## src/include/stop_snooze_defs.vh

```
`ifndef STOP_SNOOZE_DEFS_VH
`define STOP_SNOOZE_DEFS_VH

// clock rate in MHz (125 MHz, 8 ns period)
`define CLK_MHZ 125
// clock stop time after a STOP wake, ns
`define STOP_MIN_NS 18000
`define STOP_MAX_NS 65000
// least stop time in cycles, rounded up
`define STOP_MIN_CYC ((`STOP_MIN_NS * `CLK_MHZ + 999) / 1000)
// SNOOZE to normal, ns, high-speed and low-speed main modes
`define HIGH_MAIN_EXIT_MIN_NS 4990
`define HIGH_MAIN_EXIT_MAX_NS 9440
`define LOW_MAIN_EXIT_MIN_NS 1100
`define LOW_MAIN_EXIT_MAX_NS 5080
`define HIGH_MAIN_EXIT_CYC ((`HIGH_MAIN_EXIT_MIN_NS * `CLK_MHZ + 999) / 1000)
`define LOW_MAIN_EXIT_CYC ((`LOW_MAIN_EXIT_MIN_NS * `CLK_MHZ + 999) / 1000)
// post-restart waits in clocks
`define WAIT_VEC_FAST 4'h7
`define WAIT_NOVEC_FAST 4'h1
`define WAIT_VEC_XTAL 4'ha
`define WAIT_NOVEC_XTAL 4'h4
// cpu clock source codes
`define SRC_HIOCO 2'h0
`define SRC_EXTCLK 2'h1
`define SRC_XTAL 2'h2
// snooze source bit positions
`define SNZ_CSI 0
`define SNZ_UART 1
`define SNZ_XFER 2
`define SNZ_ADC 3

`endif

```

## src/rtl/stop_release_snooze_control.v

```verilog
`timescale 1ns/10ps
`include "stop_snooze_defs.vh"

// Functional notes
// - unmasked interrupt ends STOP, vector or continue
// - fast clocks stay stopped 18 to 65 us
// - fast clocks wait 7 or 1 clocks
// - crystal stop up to max(65us, stabilisation)
// - crystal waits 10-11 or 4-5 clocks
// - reset ends STOP, runs from reset vector
// - snooze only serial, uart, transfer, adc
// - snooze only on internal fast oscillator
// - transfer activation moves STOP into SNOOZE
// - STOP to SNOOZE takes 18 to 65 us
// - high-speed snooze exit 4.99-9.44us plus wait
// - low-speed snooze exit 1.10-5.08us plus wait
// - snooze gates cpu, starts fast oscillator
// - low-speed oscillator per timer/watchdog bits going to, in and leaving snooze; always on in STOP
module stop_release_snooze_control #(
   parameter STOP_CYC = `STOP_MIN_CYC,
   parameter CW = 16
) (
   // clock and reset
   input wire clk_in,
   input wire arst_n_in,
   // cpu side
   input wire stop_req_in,
   input wire irq_unmasked_in,
   input wire irq_ack_en_in,
   input wire [1:0] cpu_clk_src_in,
   input wire low_speed_main_mode_in,
   input wire [CW-1:0] osc_stabilize_time_select_in,
   // snooze sources and options
   input wire serial_snooze_wake_ctl_in,
   input wire uart_snooze_wake_ctl_in,
   input wire adc_snooze_wake_ctl_in,
   input wire xfer_act_en_in,
   input wire [3:0] snooze_trig_in,
   input wire interval_timer_clock_select_in,
   input wire watchdog_enable_option_in,
   input wire watchdog_standby_keep_in,
   // status and clock control
   output reg in_stop_out,
   output reg in_snooze_out,
   output reg cpu_clk_en_out,
   output reg vector_irq_out,
   output reg resume_next_out,
   output reg hioco_en_out,
   output reg main_clk_en_out,
   output reg loco_en_out
);
   localparam ST_RUN = 3'd0;
   localparam ST_STOP = 3'd1;
   localparam ST_WAKE = 3'd2;
   localparam ST_WAIT = 3'd3;
   localparam ST_TOSNZ = 3'd4;
   localparam ST_SNZ = 3'd5;
   localparam ST_SNZX = 3'd6;

   // load values cut to the timer width on purpose; cw must hold the longest count
   localparam [CW-1:0] STOP_LD = STOP_CYC[CW-1:0];
   localparam integer FAST_EXIT_I = `HIGH_MAIN_EXIT_CYC;
   localparam integer SLOW_EXIT_I = `LOW_MAIN_EXIT_CYC;
   localparam [CW-1:0] FAST_EXIT_LD = FAST_EXIT_I[CW-1:0];
   localparam [CW-1:0] SLOW_EXIT_LD = SLOW_EXIT_I[CW-1:0];

   reg [2:0] state_r;
   reg [2:0] state_nxt;
   reg [3:0] wait_r;
   reg vec_r;
   reg [1:0] irq_sync_r;
   reg [3:0] trig_s1_r;
   reg [3:0] trig_s2_r;
   reg load;
   reg [CW-1:0] load_val;
   wire tmr_done;
   wire [3:0] snz_allow;
   wire snz_hit;

   ////////////////////////////////////////////////////////////////////
   function [3:0] post_wait;
      input [1:0] src;
      input vec;
      begin
         if (src == `SRC_XTAL)
            post_wait = vec ? `WAIT_VEC_XTAL : `WAIT_NOVEC_XTAL;
         else
            post_wait = vec ? `WAIT_VEC_FAST : `WAIT_NOVEC_FAST;
      end
   endfunction

   stop_delay_timer #(.CW(CW)) u_tmr (
      .clk_in(clk_in),
      .arst_n_in(arst_n_in),
      .load_in(load),
      .count_in(load_val),
      .done_out(tmr_done)
   );

   // interrupt and peripheral triggers arrive from other clocks
   always @(posedge clk_in or negedge arst_n_in) begin
      if (!arst_n_in) begin
         irq_sync_r <= 2'b00;
         trig_s1_r <= 4'h0;
         trig_s2_r <= 4'h0;
      end else begin
         irq_sync_r <= {irq_sync_r[0], irq_unmasked_in};
         trig_s1_r <= snooze_trig_in;
         trig_s2_r <= trig_s1_r;
      end
   end

   assign snz_allow = (cpu_clk_src_in == `SRC_HIOCO) ?
      {adc_snooze_wake_ctl_in, xfer_act_en_in, uart_snooze_wake_ctl_in,
       serial_snooze_wake_ctl_in} : 4'h0;
   assign snz_hit = |(trig_s2_r & snz_allow);

   ////////////////////////////////////////////////////////////////////
   always @* begin
      state_nxt = state_r;
      load = 1'b0;
      load_val = STOP_LD;
      case (state_r)
         ST_RUN: begin
            if (stop_req_in)
               state_nxt = ST_STOP;
         end
         ST_STOP: begin
            if (irq_sync_r[1]) begin
               state_nxt = ST_WAKE;
               load = 1'b1;
               if (cpu_clk_src_in == `SRC_XTAL && osc_stabilize_time_select_in > STOP_LD)
                  load_val = osc_stabilize_time_select_in;
            end else if (snz_hit) begin
               state_nxt = ST_TOSNZ;
               load = 1'b1;
            end
         end
         ST_WAKE: begin
            if (tmr_done)
               state_nxt = ST_WAIT;
         end
         ST_WAIT: begin
            if (wait_r == 4'd0)
               state_nxt = ST_RUN;
         end
         ST_TOSNZ: begin
            if (tmr_done)
               state_nxt = ST_SNZ;
         end
         ST_SNZ: begin
            // interrupt wins over a pending trigger
            if (irq_sync_r[1]) begin
               state_nxt = ST_SNZX;
               load = 1'b1;
               load_val = low_speed_main_mode_in ? SLOW_EXIT_LD : FAST_EXIT_LD;
            end else if (!(|(trig_s2_r & snz_allow)))
               state_nxt = ST_STOP;
         end
         ST_SNZX: begin
            if (tmr_done)
               state_nxt = ST_WAIT;
         end
         default: state_nxt = ST_RUN;
      endcase
   end

   ////////////////////////////////////////////////////////////////////
   // reset ends stop
   always @(posedge clk_in or negedge arst_n_in) begin
      if (!arst_n_in) begin
         state_r <= ST_RUN;
         wait_r <= 4'd0;
         vec_r <= 1'b0;
         in_stop_out <= 1'b0;
         in_snooze_out <= 1'b0;
         cpu_clk_en_out <= 1'b1;
         vector_irq_out <= 1'b0;
         resume_next_out <= 1'b0;
         hioco_en_out <= 1'b1;
         main_clk_en_out <= 1'b1;
         loco_en_out <= 1'b1;
      end else begin
         state_r <= state_nxt;
         if (state_r == ST_STOP || state_r == ST_SNZ)
            vec_r <= irq_ack_en_in;
         if (state_nxt == ST_WAIT && state_r != ST_WAIT)
            wait_r <= post_wait(cpu_clk_src_in, vec_r) - 4'd1;
         else if (wait_r != 4'd0)
            wait_r <= wait_r - 4'd1;
         in_stop_out <= (state_nxt == ST_STOP) || (state_nxt == ST_WAKE) ||
                        (state_nxt == ST_TOSNZ);
         in_snooze_out <= (state_nxt == ST_SNZ) || (state_nxt == ST_SNZX);
         cpu_clk_en_out <= (state_nxt == ST_RUN);
         hioco_en_out <= (state_nxt == ST_RUN) || (state_nxt == ST_WAIT) ||
                         (state_nxt == ST_SNZ) || (state_nxt == ST_SNZX);
         main_clk_en_out <= (state_nxt == ST_RUN) || (state_nxt == ST_WAIT) ||
                            (state_nxt == ST_WAKE);
         vector_irq_out <= (state_r == ST_WAIT) && (wait_r == 4'd0) && vec_r;
         resume_next_out <= (state_r == ST_WAIT) && (wait_r == 4'd0) && !vec_r;
         if (state_nxt == ST_SNZ || state_nxt == ST_SNZX || state_nxt == ST_TOSNZ)
            loco_en_out <= interval_timer_clock_select_in ||
                           (watchdog_enable_option_in && watchdog_standby_keep_in);
         else
            loco_en_out <= 1'b1;
      end
   end
endmodule

```

## src/rtl/stop_delay_timer.v

```verilog
`timescale 1ns/10ps
`include "stop_snooze_defs.vh"

module stop_delay_timer #(
   parameter CW = 16
) (
   // clock and reset
   input wire clk_in,
   input wire arst_n_in,
   // control
   input wire load_in,
   input wire [CW-1:0] count_in,
   // status
   output reg done_out
);
   reg [CW-1:0] cnt_r;

   always @(posedge clk_in or negedge arst_n_in) begin
      if (!arst_n_in) begin
         cnt_r <= {CW{1'b0}};
         done_out <= 1'b0;
      end else if (load_in) begin
         cnt_r <= count_in;
         done_out <= 1'b0;
      end else if (cnt_r != {CW{1'b0}}) begin
         cnt_r <= cnt_r - {{(CW-1){1'b0}}, 1'b1};
         done_out <= (cnt_r == {{(CW-1){1'b0}}, 1'b1});
      end else begin
         done_out <= 1'b0;
      end
   end
endmodule

```

## config.mk

```make
export PLATFORM = sky130hd
export DESIGN_NAME = stop_release_snooze_control
export DESIGN_NICKNAME = d
export VERILOG_FILES = /design/src/rtl/stop_release_snooze_control.v /design/src/rtl/stop_delay_timer.v
export VERILOG_INCLUDE_DIRS = /design/src /design/src/include
export SDC_FILE = /design/constraint.sdc
export NUM_CORES = 1
export LEC_CHECK = 0
export BUFFER_PORTS_ARGS = -buffer_cell sky130_fd_sc_hd__clkbuf_2
export CORE_ASPECT_RATIO = 1.75
export CORE_MARGIN = 2
export CORE_UTILIZATION = 55
export DETAILED_ROUTE_END_ITERATION = 10
export PLACE_DENSITY = 0.8
export SYNTH_ARGS = -nofsm -noshare
export SYNTH_HDL_FRONTEND = slang
export SYNTH_SLANG_ARGS = --single-unit
```

## constraint.sdc

```tcl
create_clock -name clk_in -period 4.1 [get_ports clk_in]
set_input_delay 0.82 -clock clk_in [delete_from_list [all_inputs] [get_ports clk_in]]
set_output_delay 0.82 -clock clk_in [all_outputs]
set_load 0.01 [all_outputs]
```

* Yosys cells after proc, flatten, opt, wreduce, memory -nomap -nowiden
Cells that the tools add are included.
Word-level totals: bits in registers 43, bits of input ports 35, output and inout port bits 8, logic and storage cells 93
Cells by class: add/sub/neg operators 3, order comparisons 1, equal/unequal tests 15, multiplexer cells 30, bitwise gates (word level) 1, reduce and logical (&&, ||, !) cells 27
Operator list (number):
- 2-to-1 mux 16 bit | 4
- case mux 16 bit (2 select lines) | 1
- 2-to-1 mux 3 bit | 9
- 2-to-1 mux 4 bit | 6
- equality test 3 bit, second input constant | 6
- case mux 3 bit (6 select lines) | 1
- equality test 16 x 1 -> 1 bit, second input constant | 1
- greater-than comparator 16 x 12 -> 1 bit, second input constant | 1
- nonzero test 16 bit | 1
- subtractor 16 x 1 -> 16 bit, second input constant | 1
- equality test 3 x 2 -> 1 bit, second input constant | 4
- 2-to-1 mux 12 bit | 1
- logical OR 1 bit | 10
- 2-to-1 mux 10 bit | 1
- subtractor 4 x 1 -> 4 bit, second input constant | 2
- equality test 3 x 1 -> 1 bit, second input constant | 2
- logical AND 1 bit | 6
- zero test 3 bit | 2
- 2-to-1 mux 1 bit | 6
- bitwise AND 4 bit | 1
- zero test 4 bit | 1
- nonzero test 2 bit | 2
- nonzero test 4 bit | 1
- OR reduction 4 bit | 1
- 6 further kinds | 6

* Depth between registers and ports, before layout
Gate-level depths: netlist of the first run.
depth after elaboration 12, gate-level depth with buffers 8, mapped depth without buffers 7

* By module
A second synthesis of the first run with hierarchy kept.
Unflattened totals: cell total of the unflattened synthesis 235, area, all modules 2262.2 um^2
By module, submodules not included:
- stop_release_snooze_control | times used 1, cells each 128, area an instance 1265.0 um^2, sequential area each 655.6 um^2
- stop_delay_timer | times used 1, cells each 107, area an instance 997.2 um^2, sequential area each 425.4 um^2

* Least setup slack after synthesis of the first run
No wires, ideal clock.
kind input to register, start point input port osc_stabilize_time_select_in[15], end point register u_tmr.cnt_r[9], setup time 0.131 ns, arrival 2.054 ns, setup slack 1.915 ns, cell stages on the path 5, path buffers 1, path through or4_4 > o31a_1 > buf_2 > a211oi_1 > a31oi_1
On the way: cells in the longest elaborated chain, start to end 6
Ends and longest elaborated chain:
- start: declaration | line stop_release_snooze_control.v:32 | input wire [CW-1:0] osc_stabilize_time_select_in,
- greater-than comparator 16 x 12 -> 1 bit | line stop_release_snooze_control.v:132 | if (cpu_clk_src_in == `SRC_XTAL && osc_stabilize_time_select_in > STOP_LD)
- logical AND 1 bit | line stop_release_snooze_control.v:132
- 2-to-1 mux 16 bit | line stop_release_snooze_control.v:132
- 2-to-1 mux 16 bit | line stop_release_snooze_control.v:129 | if (irq_sync_r[1]) begin
- case mux 16 bit (2 select lines) | line stop_release_snooze_control.v:123 | case (state_r)
- 2-to-1 mux 16 bit | line stop_delay_timer.v:22 | end else if (load_in) begin
- end signal: assignment | line stop_delay_timer.v:20 | cnt_r <= {CW{1'b0}};
- end signal: assignment | line stop_delay_timer.v:23 | cnt_r <= count_in;
- end signal: assignment | line stop_delay_timer.v:26 | cnt_r <= cnt_r - {{(CW-1){1'b0}}, 1'b1};
- end: declaration | line stop_delay_timer.v:16 | reg [CW-1:0] cnt_r;
No other way between the ends. A chain may end at the register's enable or synchronous reset.

* Worst setup path in the final report of the first run
start point register u_tmr.cnt_r[0], end point register u_tmr.cnt_r[11]
On the way: cells in the longest elaborated chain, start to end 3, elaborated cells between the ends (all ways) 5, classes of those cells add/sub: 1; mux: 2; reduce/logical: 2
Ends and longest elaborated chain:
- subtractor 16 x 1 -> 16 bit | line stop_delay_timer.v:26
- 2-to-1 mux 16 bit | line stop_delay_timer.v:25 | end else if (cnt_r != {CW{1'b0}}) begin
- 2-to-1 mux 16 bit | line stop_delay_timer.v:22
Several ways; a longest one is shown, not always the timed one. The select of a mux whose other input is x is not followed.

==> results.ini, run 1 <==
[status]
status = completed

[synth]
syn_avg_cell_area_um2 = 10.28
synth_fp_nets = 253
synth_compound_area_share_pct = 19.23
yosysMostFrequentCell = dfrtp_1
synth_flop_cell = dfrtp_1
ys_types = 54
synth_edf_count = 0
synth_top_family_by_area = simple AND/OR/NAND/NOR gates
synth_fa_ha_area_share_pct = 2.275
synth_top_area_share_pct = 44.37
yosys_warnings = 0
ys_ff_latch = 43
synthCells = 214
yosys-top-cells-count = 39 x dfrtp_1, 17 x nand2_1, 15 x o21ai_0, 14 x nor2_1, 12 x a21oi_1
yosysSeqAreaShare_pct = 49.15
synthSimpleGateAreaFrac_pct = 19.45
muxShareOfSynthArea_pct = 1.422
syn_area_um2 = 2200
async_flop_share_pct = 100.0
yosys.area.top_type = dfrtp_1
synth_xor_area_share_pct = 5.176
synth_area_leaders = dfrtp_1 44%, dfstp_2 4.8%, o21ai_0 3.4%, xnor2_1 3.2%, nand2_1 2.9%

[cells_and_area]
flow.area_growth_from_synthesis_pct = 16.72
final_area_um2 = 2567
drive_above_1_share_pct = 26.17
fin_util_pct = 66.41
nets = 294
instances_no_fill = 304
diodes = 0

[timing]
max_slew_margin_pct = 28.48
hold_viol = 0
hold_ws_ps = 353.8
setup_viol = 0
fin_crit_sh_pct = 55.44
grt_setup_unrepaired = no
fin_skew_ps = 4.555
fmax_mhz = 439.9
worst_slack_ps = 1827
finalSetupTns_ps = 0
worst_pin_slew_ps = 1073
maxSlewViolCount = 0
fin_crit_ps = 2273

[worst_setup_path]
crit_path_top_delay_cell = nor4b_1
critPathMaxStageDelay_ps = 480
cp_cell_sequence = inv_1 -> ha_1 -> nor4b_1 -> nand4_1 -> nor2_1 -> a221oi_1
crit_fanout = 6
critPathRequiredTime_ps = 4260
crit_family = simple AND/OR/NAND/NOR gates
cp.depth = 6
reg2regPathDepth = 6
timing.critical_path.buf_inv = 1
critPathKind = flop to flop
end_kind = flop
start_kind = flop
arrival_ps = 2430

[power]
power.leakage_nw = 1.145
p_per_area_nw_per_um2 = 696.9
report.power.total_mw = 1.789
ir_drop_mv = 0.3856

[clocking]
htreeDepth = 2
cts_resized = 0
cts.path.max_buffers = 2
cts_buffers = 5
cts_tree = done
clock-sinks = 43
cts.clk_slew.worst_paths_ps = 80
clk_latency_ps = 290
holdBufCountCts = 0
clock-root-buffer = clkbuf_8
postCtsSetupBuffers = 0

[placed_design]
dp.final_hpwl_um = 3683
portBuffers = 42
place_area_um2 = 2435
dp.cells = 296
preCtsSetupSlack_ps = 1686
gp_congestion = 0.8682

[drt]
drtPass1Iterations = 4
drtIter0Drc = 36
vias_per_cell = 5.878
drt_wl_total_um = 4762
num_vias = 1787
avgRoutedWirePerCell_um = 15.66
drc = 0
drtAntennaViolNets = 0

[floorplanning]
initial_core_util_pct = 56.89
die_h_um = 87.66
io_pins = 43
dieArea_um2 = 4541
coreArea_um2 = 3866
die_w_um = 51.81
std_cell_rows = 30

[min_path]
hp-class = flop to flop
hold_depth = 0

[run]
maxCapViolCount = 0

[global_route]
antenna_found_initial = 0
grt_util_all_layers_pct = 23.96
grt_pass1_vias = 1840
grt_max_degree = 44
grt_pass1_wl_um = 8024
grt-ovfl-total = 0

[worst paths after layout]
check                                        to           start  slack [ps]
worst min register to register     trig_s2_r[3]    trig_s1_r[3]         350
max in group asynchronous          trig_s2_r[3]       arst_n_in        2730
worst min-delay path               trig_s2_r[3]    trig_s1_r[3]         350
min in group asynchronous         in_snooze_out       arst_n_in         710
worst max register to register  u_tmr.cnt_r[11]  u_tmr.cnt_r[0]        1830
worst max-delay path            u_tmr.cnt_r[11]  u_tmr.cnt_r[0]        1830
[worst register-to-register path: stages, from the launching register on]
cell	delay, ps
dfrtp_1	440
inv_1	120
ha_1	230
nor4b_1	480
nand4_1	350
nor2_1	410
a221oi_1	120
[sequential cells by signal (all words and copies together) (netlist names), 2 cells and up]
| name | cells |
|---|---|
| irq_sync_r | 2 |
| state_r | 3 |
| trig_s1_r | 4 |
| trig_s2_r | 4 |
| u_tmr.cnt_r | 16 |
| wait_r | 4 |
[layer usage]
| layer | share of wire, % | GRT usage (%) | vias to the layer above |
|---|---|---|---|
| met5 | 0 | 0 | - |
| met4 | 2.1 | 8.373 | 0 |
| met3 | 2.8 | 4.437 | 8 |
| met2 | 58 | 47.55 | 40 |
| li1 | - | - | 866 |
| met1 | 37 | 23.65 | 873 |
[kinds of logic (layout without fill, tap and decap cells)]
logic type	after synthesis	after routing
simple gates	72	72
compound gates	62	62
fa+ha+maj	4	4
mux	3	3
xor+xnor	13	13
flops	43	43
buf+inv	17	59
[power by group]
group	switching, mW	internal, mW
registers	0.167	0.572
clock network	0.143	0.243
logic	0.364	0.300
[cell usage in the layout (no fill, tap or decap), types with 4 or more instances in the layout]
| master | n |
|---|---|
| nor2_1 | 14 |
| o22ai_1 | 6 |
| clkbuf_2 | 42 |
| o21ai_0 | 15 |
| nand3_1 | 7 |
| a21oi_1 | 12 |
| dfrtp_1 | 39 |
| nor2b_1 | 5 |
| xor2_1 | 5 |
| nor3_1 | 5 |
| a22oi_1 | 6 |
| dfstp_2 | 4 |
| nor4_1 | 6 |
| xnor2_1 | 8 |
| inv_1 | 8 |
| clkbuf_8 | 5 |
| nand2_1 | 17 |
| ha_1 | 4 |
[final cells by class]
cell class / count / area, um^2
Fill cell: 333 / 1299
Timing Repair Buffer: 43 / 217.7
Inverter: 8 / 30.03
Tap cell: 48 / 60.06
Sequential cell: 43 / 1081
Clock buffer: 6 / 72.57
Multi-Input combinational cell: 154 / 1046
Clock inverter: 2 / 60.06
No activity file was read; power rests on OpenSTA's default activity.
==> inputs of run 2 (changes only) <==
ABC_AREA = 1   (was not set)
CORE_UTILIZATION = 50   (was 55)
PLACE_DENSITY = 0.75   (was 0.8)
clock period = 1.9 ns   (was 4.1 ns; I/O delays follow)
==> run 2 against run 1 <==
Worst setup slack got worse by 1700 ps; critical endpoint is now u_tmr.cnt_r[14]; via count rose by 20%; global-route usage fell by 2.7 points; final area rose by 9.5%; sequential share of layout area fell by 3.7 points; critical path depth rose by 1; cell count rose by 34%; first-iteration DRC count rose by 47%; largest cell class is now multi-input gates; area after synthesis rose by 9.7%.
==> results.ini, run 2 <==
[floorplanning]
die_w_um = 56.51  ; +9.1%
std_cell_rows = 33  ; +10%
io_pins = 43  ; unchanged
initial_core_util_pct = 51.70  ; -5.2 points
die_h_um = 95.89  ; +9.4%
coreArea_um2 = 4666  ; +21%
dieArea_um2 = 5418  ; +19%

[timing]
finalSetupTns_ps = 0  ; unchanged
grt_setup_unrepaired = no
max_slew_margin_pct = 64.05  ; +36 points
setup_viol = 0  ; unchanged
worst_slack_ps = 174.2  ; -1653 ps
fin_crit_ps = 1726  ; -547.4 ps
fin_crit_sh_pct = 90.83  ; +35 points
fin_skew_ps = 4.170  ; -0.3847 ps
worst_pin_slew_ps = 539.3  ; -533.6 ps
hold_viol = 0  ; unchanged
fmax_mhz = 579.4  ; +32%
maxSlewViolCount = 0  ; unchanged

[clocking]
cts.path.max_buffers = 2  ; unchanged
cts.clk_slew.worst_paths_ps = 80  ; about the same
clock-root-buffer = clkbuf_8
cts_resized = 0  ; unchanged
cts_buffers = 5  ; unchanged
postCtsSetupBuffers = 0  ; unchanged
cts_tree = done
holdBufCountCts = 0  ; unchanged
htreeDepth = 2  ; unchanged
clk_latency_ps = 290  ; about the same
clock-sinks = 43  ; unchanged

[worst_setup_path]
critPathRequiredTime_ps = 2070  ; -2190 ps
start_kind = flop
arrival_ps = 1900  ; -530 ps
end_kind = flop
regToRegSetupSlack_ps = 170  ; -1650 ps
critPathKind = flop to flop
crit_fanout = 10  ; +4

[global_route]
grt_pass1_vias = 2105  ; +14%
grt_max_degree = 44  ; unchanged
grt_util_all_layers_pct = 21.24  ; -2.7 points
grt_pass1_wl_um = 8811  ; +9.8%
antenna_found_initial = 0  ; unchanged
grt-ovfl-total = 0  ; unchanged

[synth]
syn_area_um2 = 2412  ; +9.7%
async_flop_share_pct = 100.0  ; unchanged
synth_area_leaders = dfrtp_1 40%, nand2_1 8.6%, inv_1 6.5%, nor2_1 6.2%, nand4_1 4.9%
yosys-top-cells-count = 55 x nand2_1, 42 x inv_1, 40 x nor2_1, 39 x dfrtp_1, 22 x a21oi_1
yosys_warnings = 0  ; unchanged
synth_top_area_share_pct = 40.46  ; -3.9 points
synth_fp_nets = 346  ; +37%
synth_edf_count = 0  ; unchanged
yosys.area.top_type = dfrtp_1
yosysMostFrequentCell = nand2_1
synthCells = 307  ; +43%
syn_avg_cell_area_um2 = 7.858  ; -24%
ys_ff_latch = 43  ; unchanged
yosysSeqAreaShare_pct = 44.81  ; -4.3 points
ys_types = 33  ; -39%
synth_flop_cell = dfrtp_1

[drt]
num_vias = 2146  ; +20%
drtPass1Iterations = 4  ; unchanged
drtAntennaViolNets = 0  ; unchanged
drc = 0  ; unchanged
vias_per_cell = 5.260  ; -11%
drtIter0Drc = 53  ; +47%
drt_wl_total_um = 5136  ; +7.9%
avgRoutedWirePerCell_um = 12.59  ; -20%

[placed_design]
dp.cells = 400  ; +35%
gp_congestion = 0.8557  ; -1.4%
preCtsSetupSlack_ps = 145.9  ; -1540 ps
dp.final_hpwl_um = 4058  ; +10%
portBuffers = 42  ; unchanged
place_area_um2 = 2679  ; +10%

[cells_and_area]
layout_common_cells = 55 x nand2_1, 42 x inv_1, 42 x clkbuf_2
num-fill-cells = 441  ; +32%
fin_util_pct = 60.26  ; -6.2 points
largest_register_ffs = 16  ; unchanged
nets = 394  ; +34%
final_common_cell = nand2_1
drive_above_1_share_pct = 22.47  ; -3.7 points
area.sequential_um2 = 1081  ; unchanged
final_area_um2 = 2811  ; +9.5%
instances_no_fill = 408  ; +34%
diodes = 0  ; unchanged
multiInputGateArea_um2 = 1111  ; +6.2%
largest-register = u_tmr.cnt_r
flow.area_growth_from_synthesis_pct = 16.55

[power]
p_per_area_nw_per_um2 = 1455  ; +110%
ir_drop_mv = 0.9130  ; +140%
power.leakage_nw = 1.445  ; +26%

[min_path]
hp-class = input port to asynchronous set/reset pin

[run]
maxCapViolCount = 0  ; unchanged

[status]
status = completed

-- run 2: changes by cell type after synthesis, sizes merged, moves of 10 or more --
cell / change
inv: +41
nand2: +39
nor2: +34
nand4: +19
nand3: +16
a21oi: +10
-- run 2: through the flow --
stage          hold slack [ps]  power (mW)
6_report                 140.6       4.091
5_1_grt                  181.1       4.462
4_1_cts                  160.5       4.125
3_5_place_dp             335.5       3.278
3_3_place_gp             332.0       3.227
2_1_floorplan            84.41       2.825
-- run 2: layout make-up --
cell class                      instances  share of cell area [%]
Clock inverter                          2                   2.136
Tap cell                               52                   2.314
Clock buffer                            6                   2.581
Timing Repair Buffer                   45                   8.278
Sequential cell                        43                   38.45
Multi-Input combinational cell        211                   39.52
Inverter                               49                   6.720
-- run 2: final timing paths --
check | end | depth (start not counted) | from
hold reg to reg | trig_s2_r[1] | 0 | trig_s1_r[1]
max in group asynchronous | hioco_en_out | 2 | arst_n_in
hold / removal | trig_s2_r[2] | 2 | arst_n_in
setup reg to reg | u_tmr.cnt_r[14] | 7 | u_tmr.cnt_r[0]
setup / recovery | u_tmr.cnt_r[14] | 7 | u_tmr.cnt_r[0]
min in group clk_in | trig_s1_r[1] | 1 | snooze_trig_in[1]
-- run 2: cells by family after synthesis --
| family | Yosys count | synth area share, % |
|---|---|---|
| AND/OR/NAND/NOR | 157 | 32.21 |
| buffers and inverters | 53 | 9.128 |
| flip-flops | 43 | 44.81 |
| AO/OA/AOI/OAI | 43 | 9.181 |
| multiplexers | 1 | 0.4150 |
| XOR/XNOR | 6 | 2.178 |
| adder cells (fa/ha/maj) | 4 | 2.075 |
-- run 2: worst max-delay path, cell delays in order (launching register included) --
cell and delay [ps]:
dfrtp_1 410, inv_1 90, ha_1 220, nand2_1 100
nor2_2 220, nand4_2 270, inv_2 240, a21oi_1 70
-- run 2: where the power goes --
group | switching (mW) | internal, mW | leakage, nW
Clock | 0.301 | 0.525 | 0.0654
Combinational | 1.10 | 0.665 | 0.858
Sequential | 0.228 | 1.27 | 0.522
-- run 2: per-layer routing --
layer | vias up | part of all wire (%) | global-route usage [%]
met5 | - | 0 | 0
met4 | 0 | 3.4 | 13.29
met3 | 12 | 4.0 | 2.823
met2 | 59 | 58 | 40.50
met1 | 978 | 35 | 21.17
li1 | 1097 | - | -
